## src/pkg/hsl_pkg.sv

```systemverilog
// hsl_pkg: constants and types for the hub reset strap latch.
// assumes one 125 MHz core clock and an asynchronous active-low reset.
package hsl_pkg;

	// core clock period and the shortest reset pulse the system must give
	localparam int unsigned HSL_CLK_PERIOD_NS = 8;
	localparam int unsigned HSL_RESET_MIN_NS = 1;
	localparam int unsigned HSL_RESET_MIN_CYC =
		(HSL_RESET_MIN_NS * 1000 + HSL_CLK_PERIOD_NS - 1) / HSL_CLK_PERIOD_NS;

	// field positions of the configuration-method select code
	localparam int unsigned HSL_CFG_W = 3;
	localparam int unsigned HSL_CFG_SEL2_POS = 2;
	localparam int unsigned HSL_CFG_POL_POS = 1;

	// fixed-port strap code width and codes
	localparam int unsigned HSL_FIX_W = 2;
	localparam logic [1:0] HSL_FIX_NONE = 2'h0;
	localparam logic [1:0] HSL_FIX_P1 = 2'h1;
	localparam logic [1:0] HSL_FIX_P12 = 2'h2;
	localparam logic [1:0] HSL_FIX_P123 = 2'h3;

	// documented port count and reset values of latched state
	localparam int unsigned HSL_PORTS_DEF = 7;
	localparam int unsigned HSL_PORTS_MAX = 7;
	localparam logic [2:0] HSL_CFG_RST = 3'h0;
	localparam logic [1:0] HSL_FIX_RST = 2'h0;

	// latch sequence: capture once after release, then hold
	typedef enum logic {
		HSL_CAPTURE = 1'b0,
		HSL_RUN = 1'b1
	} hsl_state_type;

	// strap pin levels as presented at the shared pins
	typedef struct packed {
		logic [2:0] cfg_sel;
		logic [1:0] fixed_port_strap;
	} hsl_strap_type;

endpackage

```

## src/design/hsl_strap_latch.sv

```systemverilog
// hsl_strap_latch: latches hub strap pins when reset is released and
// drives the high-speed upstream indicator with the latched polarity.
// assumes strap pins and link status are synchronous to i_sys_clk and
// stable for at least one clock after i_resetn rises.

// Summary of operation
// - with the strap enabled, sample both fixed-port strap pins at reset release
// - code 00 marks all ports removable; 01 marks only port 1 fixed
// - code 10 fixes ports 1,2; 11 fixes ports 1,2,3 if port 3 exists
// - ignore the fixed-port strap unless package and config enable it
// - capture three config-select pins at reset release to pick config method
// - a missing third config-select pin reads as 0
// - indicator active high when latched select bit 1 is 0, else low
// - indicator asserted on high-speed link, negated on full speed
module hsl_strap_latch
	import hsl_pkg::*;
#(
	parameter int unsigned NUM_PORTS = HSL_PORTS_DEF,
	parameter logic [7:0] FIXED_CFG_EN = 8'hFF
) (
	// clock and reset
	input wire logic i_sys_clk,
	input wire logic i_resetn,
	// strap pin levels and package options
	input wire hsl_strap_type i_strap,
	input wire logic i_pkg_has_cfg_sel2,
	input wire logic i_pkg_has_fixed_strap,
	// upstream link status
	input wire logic i_link_connected,
	input wire logic i_link_highspeed,
	// latched configuration
	output logic [HSL_CFG_W-1:0] o_cfg_method,
	output logic [NUM_PORTS-1:0] o_fixed_ports,
	output logic o_straps_valid,
	// indicator pin, enable low while driven
	output logic o_highspeed_link_indicator,
	output logic o_highspeed_link_indicator_oe_n
);

	// refuse port counts that the mask decode cannot serve
	if (NUM_PORTS < 1 || NUM_PORTS > HSL_PORTS_MAX) begin : g_bad_ports
		$error("NUM_PORTS out of range");
	end

	// decode a fixed-port strap code into a port mask
	function automatic logic [NUM_PORTS-1:0] fixed_mask(
		input logic [1:0] code
	);
		logic [HSL_PORTS_MAX-1:0] m;
		m = '0;
		unique case (code)
			HSL_FIX_NONE: m = 7'h00;
			HSL_FIX_P1: m = 7'h01;
			HSL_FIX_P12: m = 7'h03;
			HSL_FIX_P123: m = 7'h07;
		endcase
		return m[NUM_PORTS-1:0];
	endfunction

	hsl_state_type state_q, state_d;
	logic [HSL_CFG_W-1:0] cfg_q, cfg_d;
	logic [NUM_PORTS-1:0] fixed_q, fixed_d;
	logic valid_q, valid_d;
	logic ind_q, ind_d;
	logic oe_n_q, oe_n_d;
	logic [HSL_CFG_W-1:0] cfg_pins;
	logic fix_en;

	// third select bit forced to 0 when the pin is absent
	always_comb begin
		cfg_pins = i_strap.cfg_sel;
		if (!i_pkg_has_cfg_sel2) begin
			cfg_pins[HSL_CFG_SEL2_POS] = 1'b0;
		end
		fix_en = i_pkg_has_fixed_strap && FIXED_CFG_EN[cfg_pins];
	end

	// capture straps on the first clock after reset release, then hold
	always_comb begin
		state_d = state_q;
		cfg_d = cfg_q;
		fixed_d = fixed_q;
		valid_d = valid_q;
		unique case (state_q)
			HSL_CAPTURE: begin
				cfg_d = cfg_pins;
				if (fix_en) begin
					fixed_d = fixed_mask(i_strap.fixed_port_strap);
				end else begin
					fixed_d = '0;
				end
				valid_d = 1'b1;
				state_d = HSL_RUN;
			end
			HSL_RUN: begin
				state_d = HSL_RUN;
			end
		endcase
	end

	// indicator level and pin drive after straps are taken
	always_comb begin
		ind_d = 1'b0;
		oe_n_d = 1'b1;
		if (state_q == HSL_RUN) begin
			oe_n_d = 1'b0;
			// asserted only for a high-speed upstream connection
			ind_d = (i_link_connected && i_link_highspeed)
				^ cfg_q[HSL_CFG_POL_POS];
		end
	end

	// state registers; reset loads constants only
	always_ff @(posedge i_sys_clk or negedge i_resetn) begin
		if (!i_resetn) begin
			state_q <= HSL_CAPTURE;
			cfg_q <= HSL_CFG_RST;
			fixed_q <= '0;
			valid_q <= 1'b0;
			ind_q <= 1'b0;
			oe_n_q <= 1'b1;
		end else begin
			state_q <= state_d;
			cfg_q <= cfg_d;
			fixed_q <= fixed_d;
			valid_q <= valid_d;
			ind_q <= ind_d;
			oe_n_q <= oe_n_d;
		end
	end

	// outputs straight from flops
	assign o_cfg_method = cfg_q;
	assign o_fixed_ports = fixed_q;
	assign o_straps_valid = valid_q;
	assign o_highspeed_link_indicator = ind_q;
	assign o_highspeed_link_indicator_oe_n = oe_n_q;
endmodule

```

## config.mk

```make
export PLATFORM = sky130hd
export DESIGN_NAME = hsl_strap_latch
export DESIGN_NICKNAME = d
export VERILOG_FILES = /design/src/pkg/hsl_pkg.sv /design/src/design/hsl_strap_latch.sv
export SDC_FILE = /design/constraint.sdc
export NUM_CORES = 1
export LEC_CHECK = 0
export BUFFER_PORTS_ARGS = -buffer_cell sky130_fd_sc_hd__buf_2
export CELL_PAD_IN_SITES_DETAIL_PLACEMENT = 1
export CELL_PAD_IN_SITES_GLOBAL_PLACEMENT = 1
export CORE_UTILIZATION = 30
export CTS_CLUSTER_SIZE = 25
export DETAILED_ROUTE_END_ITERATION = 10
export GPL_ROUTABILITY_DRIVEN = 0
export PLACE_DENSITY = 0.81
export SYNTH_ARGS = -nofsm -noshare
export SYNTH_HDL_FRONTEND = slang
export SYNTH_SLANG_ARGS = --single-unit
```

## constraint.sdc

```tcl
create_clock -name i_sys_clk -period 2.3 [get_ports i_sys_clk]
set_input_delay 0.23 -clock i_sys_clk [delete_from_list [all_inputs] [get_ports i_sys_clk]]
set_output_delay 0.23 -clock i_sys_clk [all_outputs]
set_load 0.03 [all_outputs]
```

==> results of run 1 <==
==> cell families (layout without fill, tap and decap cells) <==
family,count (synthesis),count (layout),share of synthesized area [%]
other cells,2,5,1.85
buf+inv,7,26,12.0
compound gates,6,6,7.38
flops,10,10,61.8
mux,2,2,5.23
simple gates,11,11,11.7
==> power by group through the flow <==
stage               Sequential (mW)  Clock [mW]  Combinational (mW)
detailed placement            0.200           0              0.0690
global placement              0.200           0              0.0674
finish                        0.197       0.122              0.0698
floorplan                     0.221           0              0.0279
CTS                           0.197       0.128              0.0706
global route                  0.198       0.133              0.0755
==> flip-flops by register name, indices dropped and copies added (netlist names) <==
register	count
o_cfg_method	3
o_fixed_ports	3
o_highspeed_link_indicator	1
o_highspeed_link_indicator_oe_n	1
o_straps_valid	1
state_q	1
==> synthesized netlist by cell type (all sizes together) <==
cell type	number	area, um2
conb	2	7.51
dfstp	1	26.3
nand3	1	5.00
inv	2	7.51
nand2	8	30.0
o21ai	6	30.0
nand2b	2	12.5
dfrtp	9	225
buf	5	41.3
mux2i	1	10.0
mux2	1	11.3
==> path summary, 6_finish.rpt <==
| kind | endpoint | cells after the start | startpoint | slack (ns) |
|---|---|---|---|---|
| worst min-delay path | o_cfg_method[0]$_DFFE_PN0N_ | 2 | i_strap[2] | 0.20 |
| worst max-delay path | o_highspeed_link_indicator_oe_n | 1 | o_highspeed_link_indicator_oe_n$_DFF_PN1_ | 1.13 |
| max in group asynchronous | o_highspeed_link_indicator_oe_n$_DFF_PN1_ | 2 | i_resetn | 1.66 |
| worst max register to register | o_cfg_method[0]$_DFFE_PN0N_ | 1 | state_q$_DFF_PN0_ | 1.22 |
| worst min register to register | o_straps_valid$_DFFE_PN0N_ | 1 | o_straps_valid$_DFFE_PN0N_ | 0.47 |
| min in group asynchronous | o_fixed_ports[2]$_DFFE_PN0N_ | 2 | i_resetn | 0.37 |
==> placed cells by master (no fill, tap or decap) <==
master / Yosys / final
mux2_2: 1 / 1
clkbuf_4: 0 / 3
dfrtp_1: 9 / 9
nand2_1: 8 / 8
buf_2: 0 / 19
mux2i_1: 1 / 1
clkbuf_1: 0 / 1
conb_1: 2 / 5
inv_1: 2 / 2
nand3_1: 1 / 1
o21ai_0: 5 / 5
dfstp_2: 1 / 1
o21ai_1: 1 / 1
dlygate4sd3_1: 0 / 1
nand2b_1: 2 / 2
==> stage by stage <==
step	total power, mW	setup WS [ns]	util (%)
5_1_grt	0.407	1.09	44.3
2_1_floorplan	0.249	1.42	-
3_3_place_gp	0.267	1.27	41.2
4_1_cts	0.395	1.13	44.3
6_report	0.389	1.13	44.3
3_5_place_dp	0.269	1.24	41.2
==> per-layer routing <==
layer	wire, um	share of wire (%)	GRT usage [%]
met4	8	1.0	7.76
met5	0	0	0
met1	325	41	11.5
met2	411	51	21.3
met3	55	6.9	3.47
==> final cells by class <==
type	count	area, um2	area share (%)
flip-flops and latches	10	251	47.9
multi-input cells	24	118	22.4
repair buffers	20	105	20.0
clock buffers	4	26.3	5.00
well taps	14	17.5	3.33
inverters	2	7.51	1.43
==> impl_metrics.tcl, run 1 <==
set metrics [dict create \
    synth_seq_cells 10 \
    drt_first_pass_iters 1 \
    holdWs_ns 0.203 \
    avgSynthCellArea_um2 10.7 \
    grt_antenna_before_repair 0 \
    ys_seq_area_share_pct 61.8 \
    critPathSlowestCell "dfstp_2" \
    seqPwrFrac_pct 50.7 \
    postCtsSetupBuffers 0 \
    wl_um 800 \
    dieArea_mm2 0.00151 \
    io_buffers 19 \
    fillers 152 \
    cts_hold_buf 1 \
    hold_viol_final 0 \
    fin_skew_ns 0.0130 \
    die_h_um 38.8 \
    fin_cells 74 \
    drtIter0Drc 0 \
    crit_family "flip-flops" \
    yosys_warnings 0 \
    clkPwrFrac_pct 31.4 \
    cp-start-kind "flip-flop" \
    synthCells 38 \
    cts_resized 0 \
    worstPathMaxFanout 1 \
    cp.arrival_ns 0.94 \
    cpPeakStageDelay_ns 0.51 \
    syn2layout_area_growth_pct 29.2 \
    drv_cap 0 \
    cts_tree "done" \
    place_inst 69 \
    final-max-slew-violation-count 0 \
    min_period_over_period_pct 51.0 \
    cp_num_buf_inv 1 \
    p_per_area_mw_per_mm2 740 \
    clk_pin_slew_ns 0.07 \
    netlist_area_um2 407 \
    htreeDepth 1 \
    layout.nets 72 \
    clock_latency_ns 0.26 \
    postPlaceCellArea_um2 489 \
    max-vdd-ir-drop_mv 0.326 \
    antenna_left 0 \
    worstPathRequired_ns 2.07 \
    drc 0 \
    grt_pass1_vias 295 \
    rsz0062_at_grt "false" \
    vias 315 \
    grt_pass1_wl_mm 1.13 \
    clock_sinks 10 \
    cts_buffers 3 \
    p_leak_nw 0.282 \
    share_comb_of_total_power_pct 18.0 \
    pin_count 24 \
    cp-end-kind "output port" \
    design_area_um2 526 \
    swShare_pct 28.8 \
    grt_start_max_net_pins 15 \
    drive_gt1_share_pct 40.0 \
    start_util_pct 34.3 \
    crit_type "flip-flop to output port" \
    die_w_um 38.8 \
    finalSetupViolCount 0 \
    outcome "finished clean" \
    rows 12 \
    p_switching_mw 0.112 \
    fin_crit_ns 1.17 \
    worstPathCellList "buf_2" \
    gr-usage-all-layers_pct 11.9 \
    vias_per_cell 4.26 \
    coreArea_mm2 0.00119 \
    routedWlPerCell_um 10.8 \
    clock-root-buffer "clkbuf_4" \
    hold_path_class "input pin to flip-flop" \
    setup_tns_ns 0 \
    overflow 0 \
    diodes 0 \
    clockBufferDepth 2 \
    ys_types 13 \
    power.internal_mw 0.277 \
    max_freq_mhz 852 \
    hpwl_um 594 \
]
Note: power is estimated with default switching activity, not from simulation.
==> inputs of run 2 (changes only) <==
- ABC_AREA: not set -> 1
- CORE_UTILIZATION: 30 -> 25
- PLACE_DENSITY: 0.81 -> 0.73
- clock period: 2.3 -> 0.9 ns (I/O delays scaled with it)
==> run 2 against run 1 <==
Against the previous run: the run now ends with setup timing left; sequential cell count stayed put; utilization is 3.7 points lower; global-route usage is 2.2 points lower; non-clock buffer count is 4 higher; total power grew to 2.7 times the previous value; area after synthesis is 0.92% higher.
==> impl_metrics.tcl, run 2 <==
set metrics [dict create \
    avgSynthCellArea_um2 9.54 \
    diodes 0 \
    die_h_um 42.5 \
    vias_per_cell 4.15 \
    postSynth.asyncResetShare_pct 100 \
    ys_top_cells_by_area "dfrtp_1 55%, nand2_1 13%, buf_4 7.3%" \
    outcome "finished, violations left" \
    cts_tree "done" \
    clock-root-buffer "clkbuf_4" \
    synthCells 43 \
    rrSetupSlack_ns 0.07 \
    routedWlPerCell_um 9.42 \
    hold_path_class "input pin to flip-flop" \
    rsz0062_at_grt "true" \
    grt_start_max_net_pins 11 \
    clock_sinks 10 \
    pin_count 24 \
    cp.arrival_ns 0.90 \
    synth.most_common_cell "nand2_1" \
    p_leak_nw 0.332 \
    overflow 0 \
    gr-usage-all-layers_pct 9.67 \
    synth_top_area_share_pct 54.9 \
    hold_viol_final 0 \
    seqCellArea_um2 251 \
    drtIter0Drc 0 \
    synth_enable_flop_cells 0 \
    mostFrequentLayoutCell "nand2_1" \
    synth_seq_cells 10 \
    finalPower_mw 1.05 \
    fin_crit_ns 0.988 \
    antenna_left 0 \
    ys_types 13 \
    rows 14 \
    crit_type "flip-flop to output port" \
    multi_input_area_um2 119 \
    cp_num_buf_inv 1 \
    yosys.area.top_type "dfrtp_1" \
    drv_cap 0 \
    coreArea_mm2 0.00152 \
    place_inst 77 \
    netlist_area_um2 410 \
    fin_skew_ns 0.00667 \
    yosys_warnings 0 \
    finalSetupViolCount 1 \
    ys_seq_area_share_pct 61.3 \
    drive_gt1_share_pct 40.6 \
    cp-start-kind "flip-flop" \
    wl_um 801 \
    drt_first_pass_iters 1 \
    clockBufferDepth 2 \
    grt_pass1_wl_mm 1.29 \
    dieArea_mm2 0.00181 \
    worstPathCellList "buf_6" \
    htreeDepth 1 \
    layout.nets 81 \
    crit_family "flip-flops" \
    clock_latency_ns 0.26 \
    die_w_um 42.5 \
    holdWs_ns 0.0342 \
    synth_common_cells "14 x nand2_1, 9 x dfrtp_1, 4 x buf_4" \
    hpwl_um 638 \
    cpPeakStageDelay_ns 0.52 \
    fin_ws_ns -0.0882 \
    clk_pin_slew_ns 0.06 \
    layout_common_cells "14 x nand2_1, 10 x buf_2, 9 x dfrtp_1, 9 x buf_6, 5 x conb_1" \
    p_per_area_mw_per_mm2 1700 \
    worstPathRequired_ns 0.81 \
    worstPathMaxFanout 1 \
    cp-end-kind "output port" \
    fillers 191 \
    post-place-ws_ns 0.0728 \
    grt_antenna_before_repair 0 \
    max-vdd-ir-drop_mv 0.573 \
    start_util_pct 26.9 \
    fin_cells 85 \
    drc 0 \
    max_freq_mhz 1010 \
    synth_ff_type "dfrtp_1" \
    min_period_over_period_pct 110 \
    syn2layout_area_growth_pct 50.6 \
    final-max-slew-violation-count 0 \
    cts_buffers 3 \
    io_buffers 19 \
    failed_checks "setup timing" \
    vias 353 \
    critPathSlowestCell "dfstp_2" \
    grt_pass1_vias 318 \
]
run 2: layout make-up:
| class | instances | area share, % |
|---|---|---|
| clock buffers | 4 | 4.25 |
| flip-flops and latches | 10 | 40.7 |
| well taps | 16 | 3.24 |
| repair buffers | 24 | 31.0 |
| inverters | 2 | 1.62 |
| multi-input cells | 29 | 19.2 |
run 2: layer usage:
layer	routed length [um]	part of all wire (%)	global-route usage, %
met1	327	41	11.1
met2	397	50	15.7
met3	76	9.5	4.31
met4	0	0	3.75
met5	0	0	0
run 2: cell families after synthesis:
kind of cell           share of synthesized area [%]
AND/OR/NAND/NOR                                 20.7
flip-flops                                      61.3
buffers and inverters                           12.5
AO/OA/AOI/OAI                                   3.66
other                                           1.83
run 2: timing repair:
| action | in CTS | in global routing |
|---|---|---|
| buffers inserted | 1 | 2 |
| resized for setup | 14 | 6 |
| endpoints found under the setup margin | 8 | 10 |
| hold buffers | 1 | 0 |
| endpoints found under the hold margin | 10 | 0 |
| pin swaps | 0 | 0 |
run 2: worst paths after layout:
check / start / endpoint / cells after the start
min in group asynchronous: i_resetn / o_highspeed_link_indicator$_DFF_PN0_ / 2
max reg2reg: state_q$_DFF_PN0_ / o_fixed_ports[0]$_DFFE_PN0N_ / 3
max in group asynchronous: i_resetn / o_highspeed_link_indicator_oe_n$_DFF_PN1_ / 2
min reg2reg: o_straps_valid$_DFFE_PN0N_ / o_straps_valid$_DFFE_PN0N_ / 1
max: o_highspeed_link_indicator_oe_n$_DFF_PN1_ / o_highspeed_link_indicator_oe_n / 1
min: i_strap[2] / o_cfg_method[0]$_DFFE_PN0N_ / 3
run 2: power by group:
group / switching [mW] / leakage (nW) / internal (mW) / total [mW]
combinational: 0.136 / 0.196 / 0.100 / 0.236
clock: 0.141 / 0.0150 / 0.171 / 0.311
sequential: 0.0228 / 0.120 / 0.482 / 0.505
run 2: stage by stage:
step / utilization, % / setup TNS [ns] / instance area [um2]
2_1_floorplan: - / 0 / 422
3_3_place_gp: 33.0 / 0 / 503
3_5_place_dp: 33.0 / 0 / 503
4_1_cts: 38.7 / -0.117 / 589
5_1_grt: 40.6 / -0.185 / 618
6_report: 40.6 / -0.0882 / 618
==> inputs of run 3 (changes only) <==
- CORE_UTILIZATION: 25 -> 28
- GPL_ROUTABILITY_DRIVEN: 0 -> not set
- PLACE_DENSITY: 0.73 -> 0.77
- clock period: 0.9 -> 1.05 ns (I/O delays scaled with it)
==> run 3 against run 2 <==
Against the previous run: the run now ends clean; utilization is 0.31 points lower; first-iteration DRC count is 4 higher; cell area is 13% lower; sequential share of layout area is 6.2 points higher; die area is 10% lower; hold slack better by 0.016 ns; critical path type unchanged; largest power group unchanged; highest routed layer is now met4.
==> impl_metrics.tcl, run 3 (synthesis gave the netlist of run 2 again) <==
set metrics [dict create \
    critPathSlowestCell "dfstp_2" \
    io_buffers 19 \
    r2r_cells 2 \
    pin_count 24 \
    clkPwrFrac_pct 31.7 \
    mostFrequentLayoutCell "buf_2" \
    worstPathCellList "buf_6" \
    post-place-ws_ns 0.144 \
    clockBufferDepth 2 \
    cpPeakStageDelay_ns 0.53 \
    grt_antenna_before_repair 0 \
    drt_first_pass_iters 2 \
    hold_path_class "input pin to flip-flop" \
    crit_family "flip-flops" \
    fin_crit_ns 1.01 \
    wl_um 857 \
    clock-root-buffer "clkbuf_4" \
    die_h_um 40.3 \
    worstPathRequired_ns 0.94 \
    drtIter0Drc 4 \
    gr-usage-all-layers_pct 14.2 \
    crit_type "flip-flop to output port" \
    clock_sinks 10 \
    rsz0062_at_grt "true" \
    clock_latency_ns 0.26 \
    fin_skew_ns 0.00471 \
    setup_tns_ns 0 \
    outcome "finished clean" \
    fin_ws_ns 0.0354 \
    routedWlPerCell_um 10.7 \
    grt_pass1_vias 302 \
    antenna_left 0 \
    seqPwrFrac_pct 49.6 \
    cp.arrival_ns 0.91 \
    drc 0 \
    rrSetupSlack_ns 0.13 \
    worst_r2r_startpoint "state_q$_DFF_PN0_" \
    rows 13 \
    drive_gt1_share_pct 36.9 \
    grt_start_max_net_pins 11 \
    die_w_um 40.3 \
    hpwl_um 692 \
    worstPathMaxFanout 1 \
    min_period_over_period_pct 96.6 \
    diodes 0 \
    final-max-slew-violation-count 0 \
    fin_cells 80 \
    worstSetupEndpoint "o_highspeed_link_indicator_oe_n" \
    max-vdd-ir-drop_mv 0.586 \
    hold_viol_final 0 \
    swShare_pct 29.7 \
    p_leak_nw 0.298 \
    postPlaceCellArea_um2 494 \
    power.internal_mw 0.607 \
    vias 346 \
    place_inst 75 \
    p_switching_mw 0.256 \
    htreeDepth 1 \
    dieArea_mm2 0.00162 \
    layout_common_cells "18 x buf_2, 14 x nand2_1, 9 x dfrtp_1" \
    coreArea_mm2 0.00133 \
    drv_cap 0 \
    overflow 0 \
    globalplace.congestion 0.715 \
    share_comb_of_total_power_pct 18.7 \
    finalPower_mw 0.863 \
    layout.nets 77 \
    grt_pass1_wl_mm 1.40 \
    syn2layout_area_growth_pct 30.8 \
    crit_path_start "o_highspeed_link_indicator_oe_n$_DFF_PN1_" \
    r2r-end "o_straps_valid$_DFFE_PN0N_" \
    clk_pin_slew_ns 0.07 \
    p_per_area_mw_per_mm2 1610 \
    cp-start-kind "flip-flop" \
    design_area_um2 537 \
    start_util_pct 30.8 \
    max_freq_mhz 986 \
    vias_per_cell 4.33 \
    worst-path-stages 1 \
    cp-end-kind "output port" \
    cp_num_buf_inv 1 \
    cts_tree "done" \
    cts_buffers 3 \
    finalSetupViolCount 0 \
]
==> run 3: per-stage QoR <==
step | utilization (%) | hold slack [ns]
final | 40.2 | 0.0500
after global routing | 40.2 | 0.0510
after CTS | 40.0 | 0.0459
after detailed placement | 37.1 | -0.0212
after global placement | 37.1 | -0.0257
after floorplan | - | -0.191
==> run 3: worst min path at each step <==
stage                          start                          end  cells past startpoint
after floorplan             i_resetn  o_cfg_method[0]$_DFFE_PN0N_                      0
after global placement      i_resetn   o_straps_valid$_DFFE_PN0N_                      1
after detailed placement    i_resetn   o_straps_valid$_DFFE_PN0N_                      1
after CTS                 i_strap[2]  o_cfg_method[0]$_DFFE_PN0N_                      3
after global routing      i_strap[2]  o_cfg_method[0]$_DFFE_PN0N_                      3
final                     i_strap[2]  o_cfg_method[0]$_DFFE_PN0N_                      3
==> run 3: final cells by class <==
cell class                 count  area [um2]
fill                         169         797
sequential                    10         251
multi-input combinational     29         119
timing repair buffer          20         111
clock buffer                   4        26.3
tap                           15        18.8
inverter                       2        10.0
==> run 3: routing by layer <==
| metal | up-vias | GRT usage, % | wire length (um) |
|---|---|---|---|
| met2 | 15 | 20.2 | 441 |
| met5 | - | 0 | 0 |
| li1 | 167 | - | - |
| met3 | 2 | 5.00 | 66 |
| met1 | 162 | 16.8 | 327 |
| met4 | 0 | 12.5 | 21 |
==> run 3: power by group through the flow <==
stage          combinational [mW]  sequential, mW  clock [mW]
6_report                    0.161           0.428       0.273
5_1_grt                     0.180           0.432       0.310
4_1_cts                     0.162           0.428       0.289
3_3_place_gp                0.154           0.435           0
3_5_place_dp                0.158           0.435           0
2_1_floorplan              0.0663           0.481           0
==> run 3: what timing repair did <==
| item | in CTS | in global routing |
|---|---|---|
| resized for setup | 1 | 1 |
| hold endpoints to repair | 10 | 0 |
| pin swaps | 0 | 0 |
| endpoints found under the setup margin | 1 | 1 |
| hold buffers | 1 | 0 |
| buffers inserted | 0 | 0 |
